===== src/ssp_pkg.sv =====
// shared constants, word layouts and state codes of the serial program port
package ssp_pkg;
   localparam int CLK_PERIOD_NS = 10;
   localparam int LINK_BIT_NS   = 100;
   // half a bit period on the link, rounded up so the bit rate never exceeds the limit
   localparam int HALF_BIT_CYC  = (LINK_BIT_NS + 2 * CLK_PERIOD_NS - 1) / (2 * CLK_PERIOD_NS);
   localparam int SR_W          = 32;
   localparam int SHORT_LEN     = 24;
   localparam int LONG_LEN      = 32;
   localparam int SYNC_W        = 5;

   localparam logic [3:0] PFX_B = 4'h8;
   localparam logic [3:0] PFX_C = 4'h9;
   localparam logic [3:0] PFX_D = 4'ha;

   // moduli count read as {second bit, first bit}
   localparam logic [1:0] MOD_TWO   = 2'h0;
   localparam logic [1:0] MOD_THREE = 2'h1;
   localparam logic [1:0] MOD_FOUR  = 2'h2;

   localparam logic [3:0] FRAC_Q5 = 4'h5;
   localparam logic [3:0] FRAC_Q8 = 4'h8;

   // host register map, byte addresses
   localparam logic [11:0] REG_CTRL   = 12'h000;
   localparam logic [11:0] REG_DATA   = 12'h004;
   localparam logic [11:0] REG_STATUS = 12'h008;
   localparam int CTRL_GO       = 0;
   localparam int CTRL_LONG     = 1;
   localparam int CTRL_HOLD_LSB = 16;
   localparam int STAT_BUSY     = 0;
   localparam int STAT_CNT_LSB  = 8;

   typedef struct packed {
      logic        zero;
      logic [2:0]  frac_increment;
      logic [11:0] first_ratio_cycles;
      logic [7:0]  ratio_counts;
   } ssp_word_a_t;

   typedef struct packed {
      ssp_word_a_t base;
      logic [7:0]  current_scale;
   } ssp_main_freq_long_word_t;

   typedef struct packed {
      logic [3:0] prefix;
      logic [3:0] cum_234;
      logic [7:0] current_scale;
      logic [3:0] integ_accel;
      logic [1:0] prop_exp;
      logic       moduli_p1;
      logic       moduli_p2;
   } ssp_word_b_t;

   typedef struct packed {
      logic [3:0]  prefix;
      logic [11:0] aux_divide;
      logic [7:0]  unused;
   } ssp_word_c_t;

   typedef struct packed {
      logic [3:0]  prefix;
      logic [11:0] ref_div_value;
      logic [1:0]  main_ref_sel;
      logic        main_off;
      logic [1:0]  aux_ref_sel;
      logic        aux_off;
      logic        frac_mod_sel;
      logic        long_sel;
   } ssp_word_d_t;

   typedef enum logic [1:0] {
      PH_R1 = 2'h0,
      PH_R2 = 2'h1,
      PH_R3 = 2'h3,
      PH_R4 = 2'h2
   } ssp_phase_t;

   typedef enum logic [1:0] {
      H_IDLE = 2'h0,
      H_LOW  = 2'h1,
      H_HIGH = 2'h3,
      H_STB  = 2'h2
   } ssp_host_st_t;
endpackage


===== src/ssp_link_if.sv =====
// three-wire programming link between host and device
`timescale 1ns/1ps
interface ssp_link_if;
   logic sdata;
   logic sclk;
   logic strobe;
   modport host (output sdata, output sclk, output strobe);
   modport dev  (input sdata, input sclk, input strobe);
endinterface


===== src/ssp_sync.sv =====
// two-flop synchroniser for a group of asynchronous inputs
`timescale 1ns/1ps
module ssp_sync #(
   parameter int WIDTH = 1
) (
   input  wire logic             clk,
   input  wire logic             reset_n,
   input  wire logic             ce,
   input  wire logic [WIDTH-1:0] d,
   output logic      [WIDTH-1:0] q
);
   typedef struct packed {
      logic [WIDTH-1:0] s1;
      logic [WIDTH-1:0] s2;
   } ssp_sync_st_t;

   ssp_sync_st_t r;
   ssp_sync_st_t next_r;

   if (WIDTH < 1) begin : g_chk
      $error("ssp_sync: WIDTH must be at least 1");
   end

   always_comb begin
      next_r = r;
      if (ce) begin
         next_r.s1 = d;
         next_r.s2 = r.s1;
      end
   end

   always_ff @(posedge clk) begin
      if (!reset_n) begin
         r <= '0;
      end else begin
         r <= next_r;
      end
   end

   assign q = r.s2;
endmodule


===== src/ssp_device.sv =====
// device end: serial word capture, decode, working registers and pump pulse control
//
// Contract
// - three-wire link, up to 10 Mbit/s
// - first setup sends A, B, C, D; the bench's first setup sends D, C, B, A
// - retune with B then A, or A
// - scale change uses long main_freq_long_word
// - capture on rising clock, word LSB first
// - strobe rise copies shift register out
// - word B parked until A or A2
// - speed-up while strobe high, clock ignored; here only a strobe that loads word A starts speed-up
// - word A layout zero, NF, N1, ratios
// - ratio nibbles: second, cumulative modulo 16
// - word B layout with prefix 1000
// - moduli select 00 two, 01 three, 10 four
// - word C aux divide, low byte ignored
// - sequence two, three or four moduli
// - cancel pulse sources accumulator value steps
// - cancel pulse two reference periods, straddling
// - cancel level scaled in speed-up mode
// - integral cancel pulse only in speed-up
// - word D layout with prefix 1010
// - long select picks A or A2
// - modulus select: 0 is 5, 1 is 8
// - disable bit switches synthesiser off
//
// Register access over APB and the placing of the registers are this design's own decisions.
`timescale 1ns/1ps
module ssp_device
   import ssp_pkg::*;
(
   input  wire logic                clk,
   input  wire logic                reset_n,
   input  wire logic                ce,
   ssp_link_if.dev                  link,
   input  wire logic                ref_in,
   input  wire logic                pre_pulse,
   output ssp_pkg::ssp_phase_t      ratio_sel,
   output logic                     frac_extra,
   output logic                     comp_pulse,
   output logic               [2:0] comp_level,
   output logic               [2:0] comp_shift,
   output logic               [7:0] prop_level,
   output logic               [2:0] prop_shift,
   output logic                     speedup,
   output logic                     integ_active,
   output logic                     integ_cancel_pulse,
   output logic               [3:0] integ_accel,
   output logic               [1:0] prescaler_moduli_sel,
   output logic              [11:0] aux_divide,
   output logic              [11:0] ref_div_value,
   output logic               [1:0] main_ref_sel,
   output logic               [1:0] aux_ref_sel,
   output logic                     main_off,
   output logic                     aux_off,
   output logic                     frac_mod_sel,
   output logic                     long_sel
);
   import ssp_pkg::*;

   typedef struct packed {
      logic [SR_W-1:0] sr;
      logic            sclk_q;
      logic            stb_q;
      logic            ref_q;
      logic            pre_q;
      logic            speedup;
      ssp_word_b_t     hold_b;
      ssp_word_b_t     work_b;
      ssp_word_d_t     cfg;
      logic [11:0]     aux_div;
      logic [2:0]      frac_inc;
      logic [11:0]     n1;
      logic [7:0]      ratio;
      logic [11:0]     refcnt;
      logic            comp;
      logic [3:0]      acc;
      logic            carry;
      ssp_phase_t      phase;
      ssp_phase_t      rsel;
      logic [11:0]     n1cnt;
      logic [7:0]      ncnt;
   } ssp_dev_st_t;

   ssp_dev_st_t       r;
   ssp_dev_st_t       next_r;
   logic [SYNC_W-1:0] sync_q;
   logic              s_sdata;
   logic              s_sclk;
   logic              s_stb;
   logic              s_ref;
   logic              s_pre;
   logic              sclk_rise;
   logic              stb_rise;
   logic              ref_rise;
   logic              pre_rise;
   ssp_word_a_t       wa;
   ssp_main_freq_long_word_t      wl;
   ssp_word_b_t       wb;
   ssp_word_c_t       wc;
   ssp_word_d_t       wd;
   logic [1:0]        msel;
   logic [11:0]       cnt_nx;
   logic [11:0]       nr_last;
   logic [4:0]        sum;
   logic [3:0]        q;
   logic [7:0]        nx8;

   ssp_sync #(
      .WIDTH (SYNC_W)
   ) u_sync (
      .clk     (clk),
      .reset_n (reset_n),
      .ce      (ce),
      .d       ({link.sdata, link.sclk, link.strobe, ref_in, pre_pulse}),
      .q       (sync_q)
   );

   assign {s_sdata, s_sclk, s_stb, s_ref, s_pre} = sync_q;
   assign sclk_rise = s_sclk & ~r.sclk_q;
   assign stb_rise  = s_stb & ~r.stb_q;
   assign ref_rise  = s_ref & ~r.ref_q;
   assign pre_rise  = s_pre & ~r.pre_q;

   assign wa = ssp_word_a_t'(r.sr[SR_W-1 -: SHORT_LEN]);
   assign wl = ssp_main_freq_long_word_t'(r.sr);
   assign wb = ssp_word_b_t'(r.sr[SR_W-1 -: SHORT_LEN]);
   assign wc = ssp_word_c_t'(r.sr[SR_W-1 -: SHORT_LEN]);
   assign wd = ssp_word_d_t'(r.sr[SR_W-1 -: SHORT_LEN]);
   // read as second bit then first
   assign msel = {r.work_b.moduli_p2, r.work_b.moduli_p1};

   always_comb begin
      next_r  = r;
      nr_last = r.cfg.ref_div_value - 12'h001;
      // a count left above a newly shortened ratio wraps at once, not after full scale
      cnt_nx  = (r.refcnt >= nr_last) ? 12'h000 : r.refcnt + 12'h001;
      q       = r.cfg.frac_mod_sel ? FRAC_Q8 : FRAC_Q5;
      sum     = {1'b0, r.acc} + {2'h0, r.frac_inc};
      nx8     = r.ncnt + 8'h01;
      if (ce) begin
         next_r.sclk_q = s_sclk;
         next_r.stb_q  = s_stb;
         next_r.ref_q  = s_ref;
         next_r.pre_q  = s_pre;
         // shift in at top, first bit ends lowest
         if (sclk_rise && !s_stb) begin
            next_r.sr = {s_sdata, r.sr[SR_W-1:1]};
         end
         next_r.speedup = r.speedup & s_stb;
         if (stb_rise) begin
            if (!wa.zero) begin
               next_r.work_b = r.hold_b;
               if (r.cfg.long_sel) begin
                  next_r.frac_inc             = wl.base.frac_increment;
                  next_r.n1                   = wl.base.first_ratio_cycles;
                  next_r.ratio                = wl.base.ratio_counts;
                  next_r.work_b.current_scale = wl.current_scale;
                  next_r.hold_b.current_scale = wl.current_scale;
               end else begin
                  next_r.frac_inc = wa.frac_increment;
                  next_r.n1       = wa.first_ratio_cycles;
                  next_r.ratio    = wa.ratio_counts;
               end
               next_r.speedup = 1'b1;
            end else if (wb.prefix == PFX_B) begin
               next_r.hold_b = wb;
            end else if (wc.prefix == PFX_C) begin
               next_r.aux_div = wc.aux_divide;
            end else if (wd.prefix == PFX_D) begin
               next_r.cfg = wd;
            end
         end
         if (pre_rise && !r.cfg.main_off) begin
            if (r.phase == PH_R1) begin
               next_r.carry = 1'b0;
            end
            unique case (r.phase)
               PH_R1: begin
                  next_r.n1cnt = r.n1cnt + 12'h001;
                  if (r.n1cnt + 12'h001 == r.n1) begin
                     next_r.n1cnt = 12'h000;
                     next_r.ncnt  = 8'h00;
                     next_r.phase = PH_R2;
                  end
               end
               PH_R2: begin
                  next_r.ncnt = nx8;
                  // two moduli use the whole byte
                  if (msel == MOD_TWO) begin
                     if (nx8 == r.ratio) begin
                        next_r.phase = PH_R1;
                     end
                  end else if (nx8[3:0] == r.ratio[7:4]) begin
                     next_r.phase = PH_R3;
                  end
               end
               PH_R3: begin
                  next_r.ncnt = nx8;
                  if (nx8[3:0] == r.ratio[3:0]) begin
                     next_r.phase = (msel == MOD_THREE) ? PH_R1 : PH_R4;
                  end
               end
               PH_R4: begin
                  next_r.ncnt = nx8;
                  if (nx8[3:0] == r.work_b.cum_234) begin
                     next_r.phase = PH_R1;
                  end
               end
            endcase
         end
         // two reference periods around divider edge
         if (ref_rise) begin
            next_r.refcnt = cnt_nx;
            next_r.comp   = (cnt_nx == nr_last) || (cnt_nx == 12'h000);
            if (r.refcnt >= nr_last) begin
               if (sum >= {1'b0, q}) begin
                  next_r.acc   = 4'(sum - {1'b0, q});
                  next_r.carry = 1'b1;
               end else begin
                  next_r.acc = sum[3:0];
               end
            end
         end
         // main disable stops pulses and sequencer
         if (r.cfg.main_off) begin
            next_r.refcnt = 12'h000;
            next_r.comp   = 1'b0;
            next_r.phase  = PH_R1;
            next_r.n1cnt  = 12'h000;
            next_r.carry  = 1'b0;
         end
         // a pending carry turns one first-ratio cycle into a second-ratio one
         next_r.rsel = (next_r.phase == PH_R1 && next_r.carry) ? PH_R2 : next_r.phase;
      end
   end

   always_ff @(posedge clk) begin
      if (!reset_n) begin
         r <= '0;
      end else begin
         r <= next_r;
      end
   end

   assign ratio_sel            = r.rsel;
   assign frac_extra           = r.carry;
   assign comp_pulse           = r.comp;
   assign comp_level           = r.acc[2:0];
   assign comp_shift           = r.speedup ? {1'b0, r.work_b.prop_exp} + 3'h1 : 3'h0;
   assign prop_level           = r.work_b.current_scale;
   assign prop_shift           = comp_shift;
   assign speedup              = r.speedup;
   assign integ_active         = r.speedup;
   assign integ_cancel_pulse   = r.speedup & r.comp;
   assign integ_accel          = r.work_b.integ_accel;
   assign prescaler_moduli_sel = msel;
   assign aux_divide           = r.aux_div;
   assign ref_div_value        = r.cfg.ref_div_value;
   assign main_ref_sel         = r.cfg.main_ref_sel;
   assign aux_ref_sel          = r.cfg.aux_ref_sel;
   assign main_off             = r.cfg.main_off;
   assign aux_off              = r.cfg.aux_off;
   assign frac_mod_sel         = r.cfg.frac_mod_sel;
   assign long_sel             = r.cfg.long_sel;
endmodule


===== src/flat_wrapper.sv =====
// flat-port wrapper written by rule: the top's interface ports become plain ports
module ssp_device_flat import ssp_pkg::*;
  (clk, reset_n, ce, ref_in, pre_pulse, ratio_sel, frac_extra, comp_pulse, comp_level, comp_shift, prop_level, prop_shift, speedup, integ_active, integ_cancel_pulse, integ_accel, prescaler_moduli_sel, aux_divide, ref_div_value, main_ref_sel, aux_ref_sel, main_off, aux_off, frac_mod_sel, long_sel, link_sdata, link_sclk, link_strobe);
  ssp_link_if link_i ();
  input  wire logic clk;
  input  wire logic reset_n;
  input  wire logic ce;
  input  wire logic ref_in;
  input  wire logic pre_pulse;
  output ssp_pkg::ssp_phase_t ratio_sel;
  output logic frac_extra;
  output logic comp_pulse;
  output logic               [2:0] comp_level;
  output logic               [2:0] comp_shift;
  output logic               [7:0] prop_level;
  output logic               [2:0] prop_shift;
  output logic speedup;
  output logic integ_active;
  output logic integ_cancel_pulse;
  output logic               [3:0] integ_accel;
  output logic               [1:0] prescaler_moduli_sel;
  output logic              [11:0] aux_divide;
  output logic              [11:0] ref_div_value;
  output logic               [1:0] main_ref_sel;
  output logic               [1:0] aux_ref_sel;
  output logic main_off;
  output logic aux_off;
  output logic frac_mod_sel;
  output logic long_sel;
  input wire logic [$bits(link_i.sdata)-1:0] link_sdata;
  input wire logic [$bits(link_i.sclk)-1:0] link_sclk;
  input wire logic [$bits(link_i.strobe)-1:0] link_strobe;
  assign link_i.sdata = link_sdata;
  assign link_i.sclk = link_sclk;
  assign link_i.strobe = link_strobe;
  ssp_device u_core (.clk(clk), .reset_n(reset_n), .ce(ce), .link(link_i), .ref_in(ref_in), .pre_pulse(pre_pulse), .ratio_sel(ratio_sel), .frac_extra(frac_extra), .comp_pulse(comp_pulse), .comp_level(comp_level), .comp_shift(comp_shift), .prop_level(prop_level), .prop_shift(prop_shift), .speedup(speedup), .integ_active(integ_active), .integ_cancel_pulse(integ_cancel_pulse), .integ_accel(integ_accel), .prescaler_moduli_sel(prescaler_moduli_sel), .aux_divide(aux_divide), .ref_div_value(ref_div_value), .main_ref_sel(main_ref_sel), .aux_ref_sel(aux_ref_sel), .main_off(main_off), .aux_off(aux_off), .frac_mod_sel(frac_mod_sel), .long_sel(long_sel));
endmodule

===== config.mk =====
export PLATFORM = sky130hd
export DESIGN_NAME = ssp_device_flat
export DESIGN_NICKNAME = d
export VERILOG_FILES = /design/src/ssp_pkg.sv /design/src/ssp_link_if.sv /design/src/ssp_sync.sv /design/src/ssp_device.sv /design/src/flat_wrapper.sv
export SDC_FILE = /design/constraint.sdc
export NUM_CORES = 1
export LEC_CHECK = 0
export BUFFER_PORTS_ARGS = -buffer_cell sky130_fd_sc_hd__buf_2
export CORE_MARGIN = 2
export CORE_UTILIZATION = 62
export CTS_BUF_LIST = sky130_fd_sc_hd__clkbuf_2
export DETAILED_ROUTE_END_ITERATION = 7
export PLACE_DENSITY = 0.82
export SYNTH_ARGS = -nofsm -noshare
export SYNTH_HDL_FRONTEND = slang
export SYNTH_SLANG_ARGS = --single-unit

===== constraint.sdc =====
create_clock -name clk -period 4.9 [get_ports clk]
set_input_delay 0.49 -clock clk [delete_from_list [all_inputs] [get_ports clk]]
set_output_delay 0.49 -clock clk [all_outputs]
set_load 0.005 [all_outputs]

=== Yosys cells after proc, flatten, opt, wreduce, memory -nomap -nowiden ===
Index checks and enable logic that the tools add are counted.

* Flip-flop bits (word level): 196
* Logic and storage cells: 143

* $add $sub $neg: 7
* $lt $le $gt $ge: 2
* Eq/ne operators: 15
* Muxes and demuxes: 40
* Bitwise operators: 13
* Reductions and logical operators: 24

{| class="wikitable"
|+ Operators by type and width
! kind !! number
|-
| two-way mux 108 bit || 1
|-
| two-way mux 24 bit || 4
|-
| two-way mux 36 bit || 2
|-
| two-way mux 12 bit || 4
|-
| two-way mux 20 bit || 2
|-
| two-way mux 8 bit || 4
|-
| adder 12 x 1 -> 12 bit (second input constant) || 2
|-
| == test 12 bit || 2
|-
| two-way mux 23 bit || 1
|-
| two-way mux 18 bit || 1
|-
| two-way mux 2 bit || 8
|-
| one-hot mux 8 bit (2 select lines) || 1
|-
| AND reduction 3 bit || 5
|-
| two-way mux 13 bit || 1
|-
| == test 4 bit || 3
|-
| == test 4 bit (second input constant) || 3
|-
| greater-or-equal comparator 12 bit || 1
|-
| zero test 12 bit || 1
|-
| two-way mux 3 bit || 4
|-
| subtractor 12 x 1 -> 12 bit (second input constant) || 1
|-
| adder 8 x 1 -> 8 bit (second input constant) || 1
|-
| == test 8 bit || 1
|-
| two-way mux 4 bit || 2
|-
| one-hot mux 2 bit (4 select lines) || 1
|-
| other kinds (21) || 45
|}

=== Longest topological paths before layout ===
* Depth in word-level cells: 14
* Gate-level depth with buffers: 14
* Mapped depth without buffers: 13

=== By module ===
Synthesis repeated with hierarchy kept, for this count alone.

* Cell total of the unflattened synthesis: 1138
* Area, all modules: 9489.1 sq um

{| class="wikitable"
|+ By module, submodules not included
! module !! times used !! cells each !! area each (sq um)
|-
| ssp_device || 1 || 1102 || 9077.5
|-
| ssp_sync || 1 || 36 || 411.6
|}

=== Worst setup path before layout ===
Ideal clock, no wire load.

* Path kind: reg-to-reg
* Start point: register u_core.r (netlist bit u_core.ref_div_value[3])
* End point: register u_core.r (netlist bit u_core.comp_pulse)
* Library setup time: 0.101 ns
* Arrival: 3.144 ns
* Data required time: 4.799 ns
* Slack: 1.655 ns
* Stages on the path, launching flop included: 13
* Buffers on the path: 1
* Period minus slack after synthesis: 3.245 ns
* Cells stage by stage: dfxtp_1 -> clkbuf_2 -> or4_4 -> nor4_1 -> xnor2_1 -> ha_1 -> a21oi_1 -> o21ai_0 -> a41oi_1 -> o21ai_0 -> a2111oi_0 -> a41oi_1 -> o41ai_1

* Longest elaborated chain between the ends: 7

{| class="wikitable"
|+ RTL lines
! element !! line !! text
|-
| start: declaration || ssp_device.sv:85 || <nowiki>ssp_dev_st_t r;</nowiki>
|-
| start signal: assignment || ssp_device.sv:242 || <nowiki>r <= next_r;</nowiki>
|-
| subtractor 12 x 1 -> 12 bit (*) || ssp_device.sv:135 || <nowiki>nr_last = r.cfg.ref_div_value - 12'h001;</nowiki>
|-
| greater-or-equal comparator 12 bit || ssp_device.sv:137 || <nowiki>cnt_nx = (r.refcnt >= nr_last) ? 12'h000 : r.refcnt + 12'h001;</nowiki>
|-
| two-way mux 12 bit || ssp_device.sv:137 ||
|-
| == test 12 bit or zero test 12 bit (tied branches) || ssp_device.sv:215 || <nowiki>next_r.comp = (cnt_nx == nr_last) || (cnt_nx == 12'h000);</nowiki>
|-
| logical OR 1 bit (*) || ssp_device.sv:215 ||
|-
| two-way mux 18 bit (*) || ssp_device.sv:213 || <nowiki>if (ref_rise) begin</nowiki>
|-
| two-way mux 13 bit (*) || ssp_device.sv:226 || <nowiki>if (r.cfg.main_off) begin</nowiki>
|}

Mark *: on every way between the ends. The rest lies on a longest branch, timed or not. The select of a mux whose other input is x is not followed.
A chain may end at the register's enable or synchronous reset.

=== Worst setup path after layout ===
* Start point: register u_core.r (netlist bit u_core.ref_div_value[2])
* End point: register u_core.r (netlist bit u_core.comp_pulse)

The elaborated chain is that of the path after synthesis.

==> impl_metrics.tcl <==
set metrics [dict create \
    cts_buffer_depth 2 \
    endpoint_kind "flop" \
    hold_viol 0 \
    synth_edf_count 0 \
    fin_skew_ns 0.0348 \
    dp_hpwl_um 14900 \
    cts.sinks 184 \
    cts.clk_slew.worst_paths_ns 0.30 \
    outcome "complete, no violations" \
    yosysMostFrequentCell "nand2_1" \
    root_buffer "clkbuf_2" \
    fin_crit_ns 3.71 \
    dieArea_um2 16600 \
    grt_pass1_vias 7133 \
    cellPowerDensity_nw_per_um2 240 \
    netlist_top_cells_count "nand2_1 (210), dfxtp_1 (184), a21oi_1 (132)" \
    ir_drop_v 0.000250 \
    cp.arrival_ns 4.40 \
    core_um2 15200 \
    syn_avg_cell_area_um2 8.11 \
    synthArstFlopShare 0 \
    holdWs_ns 0.314 \
    vias 8138 \
    clkLatencyLatePin_ns 0.78 \
    yosysTopAreaCellShare 0.382 \
    ys_seq_elements 184 \
    vias_per_cell 5.95 \
    ant_nets 0 \
    p_leak_nw 3.66 \
    dr.pass1.iters 7 \
    io_pins 70 \
    synthCells 1189 \
    antenna_found_initial 1 \
    rows 45 \
    critPathLaunchType "flop" \
    route.detailed.drc 0 \
    regArea_um2 3680 \
    cts_tree "yes" \
    slew_headroom 0.212 \
    synth_warnings 0 \
    syn_area_um2 9650 \
    htreeDepth 4 \
    period_share 0.757 \
    synth_area_leader_cell "dfxtp_1" \
    setup_viol 0 \
    ys_seq_area_frac 0.382 \
    nFillCells 1310 \
    dp_slack_ns 1.29 \
    worstSetupPathType "reg -> reg" \
    report.final.slew_viol_count 0 \
    drive_gt1_frac 0.112 \
    fin_total_pwr_mw 2.38 \
    hp-class "in -> reg" \
    cts_buffers 17 \
    synth_top_flop_cell "dfxtp_1" \
    grt_use_total 0.269 \
    syn-num-nets 1222 \
    grt_pass1_wl_um 35900 \
    worst_pin_slew_ns 1.18 \
    grt_max_degree 102 \
    wl_per_cell_um 16.1 \
    area_delta_synth_final_pct 2.78 \
    grt_overflow_total 0 \
    die_h_um 129 \
    place_congestion 0.895 \
    ys_types 69 \
    setup_tns_ns 0 \
    die_w_um 129 \
    initial_core_util 0.634 \
    synth.top_cells.by_area "dfxtp_1 (38%), nand2_1 (8.2%), a21oi_1 (6.8%)" \
    port_buffers 69 \
    required_ns 5.59 \
    crit_path_max_fanout 14 \
    drtIter0Drc 774 \
    multiInputGateArea_um2 5240 \
    wirelength_um 22000 \
    rsz0062_at_grt "no" \
    layout.nets 1197 \
    max_freq_ghz 0.269 \
    maxCapViolCount 0 \
    fin_ws_ns 1.19 \
]
==> cell type report <==
class | instances | area share
Tap cell | 188 | 0.0237
Sequential cell | 184 | 0.372
Clock buffer | 17 | 0.00858
Antenna cell | 2 | 0.000505
Inverter | 15 | 0.00593
Timing Repair Buffer | 84 | 0.0477
Clock inverter | 15 | 0.0136
Multi-Input combinational cell | 862 | 0.528
==> where the power goes <==
group	total [mW]	internal (mW)	switching (mW)
clock network	0.740	0.158	0.583
logic	0.106	0.0382	0.0682
registers	1.54	1.52	0.0185
total	2.38	1.71	0.669
==> worst max-delay path, stage by stage (launching register included) <==
cell and delay, ns:
dfxtp_1 0.47, or4_4 0.58, nor4_1 0.25, xnor2_1 0.25, ha_1 0.32, a21oi_1 0.12
o21ai_0 0.10, a41oi_1 0.33, o21ai_0 0.15, buf_4 0.20, a2111oi_0 0.41, a41oi_1 0.08
o41ai_1 0.34
==> cell families (layout without fill, tap and decap cells) <==
group	Yosys count	count (layout)	share of synthesized area
AO/OA/AOI/OAI	250	250	0.158
XOR/XNOR	61	61	0.0568
adder cells (fa/ha/maj)	25	25	0.0332
buffers and inverters	143	131	0.0785
flip-flops	184	184	0.382
multiplexers	61	61	0.0633
other	0	2	0
AND/OR/NAND/NOR	465	465	0.228
==> flip-flops by register name, indices dropped and copies added (netlist names), 2 cells and up <==
name                         count
u_core.u_sync.q                  5
u_core.u_sync.r                  5
u_core.integ_accel               4
u_core.main_ref_sel              2
u_core.aux_ref_sel               2
u_core.r                        88
u_core.prop_level                8
u_core.prescaler_moduli_sel      2
u_core.aux_divide               12
u_core.comp_level                3
u_core.ratio_sel                 2
u_core.wl                       32
u_core.ref_div_value            12
==> per-layer routing <==
metal	GRT usage	vias up	wire, µm	part of all wire
met2	0.420	258	10100	0.46
met3	0.0470	29	1200	0.055
met4	0.0831	0	333	0.015
met5	0	-	0	0
met1	0.382	3832	10400	0.47
li1	-	4019	-	-
==> placed cells by master (no fill, tap or decap), drive strengths merged, types with 7 or more instances in the layout <==
cell type,count
a211o,7
a211oi,26
a21oi,132
a22oi,7
a31oi,8
and2,8
and3,7
buf,78
clkbuf,17
dfxtp,184
ha,24
inv,23
mux2i,61
nand2,210
nand2b,11
nand3,22
nand3b,14
nand4,10
nor2,107
nor2b,9
nor3,17
nor3b,7
nor4b,7
o21a,7
o21ai,24
or3,10
or4,7
xnor2,32
xor2,28
==> metrics by stage <==
stage          cell area (µm²)  utilization  cells
3_3_place_gp              9630        0.633   1327
5_1_grt                   9910        0.652   1367
6_report                  9910        0.652   1367
2_1_floorplan             9650            -   1189
3_5_place_dp              9630        0.633   1327
4_1_cts                   9910        0.652   1365
==> final timing paths <==
check	start	end	slack (ns)	cells after the start
worst max-delay path	u_core.ref_div_value[2]	u_core.comp_pulse	1.19	12
worst min-delay path	ce	u_core.u_sync.r[9]	0.31	3
worst max register to register	u_core.ref_div_value[2]	u_core.comp_pulse	1.19	12
worst min register to register	u_core.r[143]	u_core.r[119]	0.45	2
==> repair_timing <==
item / in CTS / in global routing
resized for setup: 0 / 0
hold buffers: 6 / 0
hold endpoints to repair: 8 / 0
setup buffers: 0 / 0
Power figures use the tool's default switching activity.
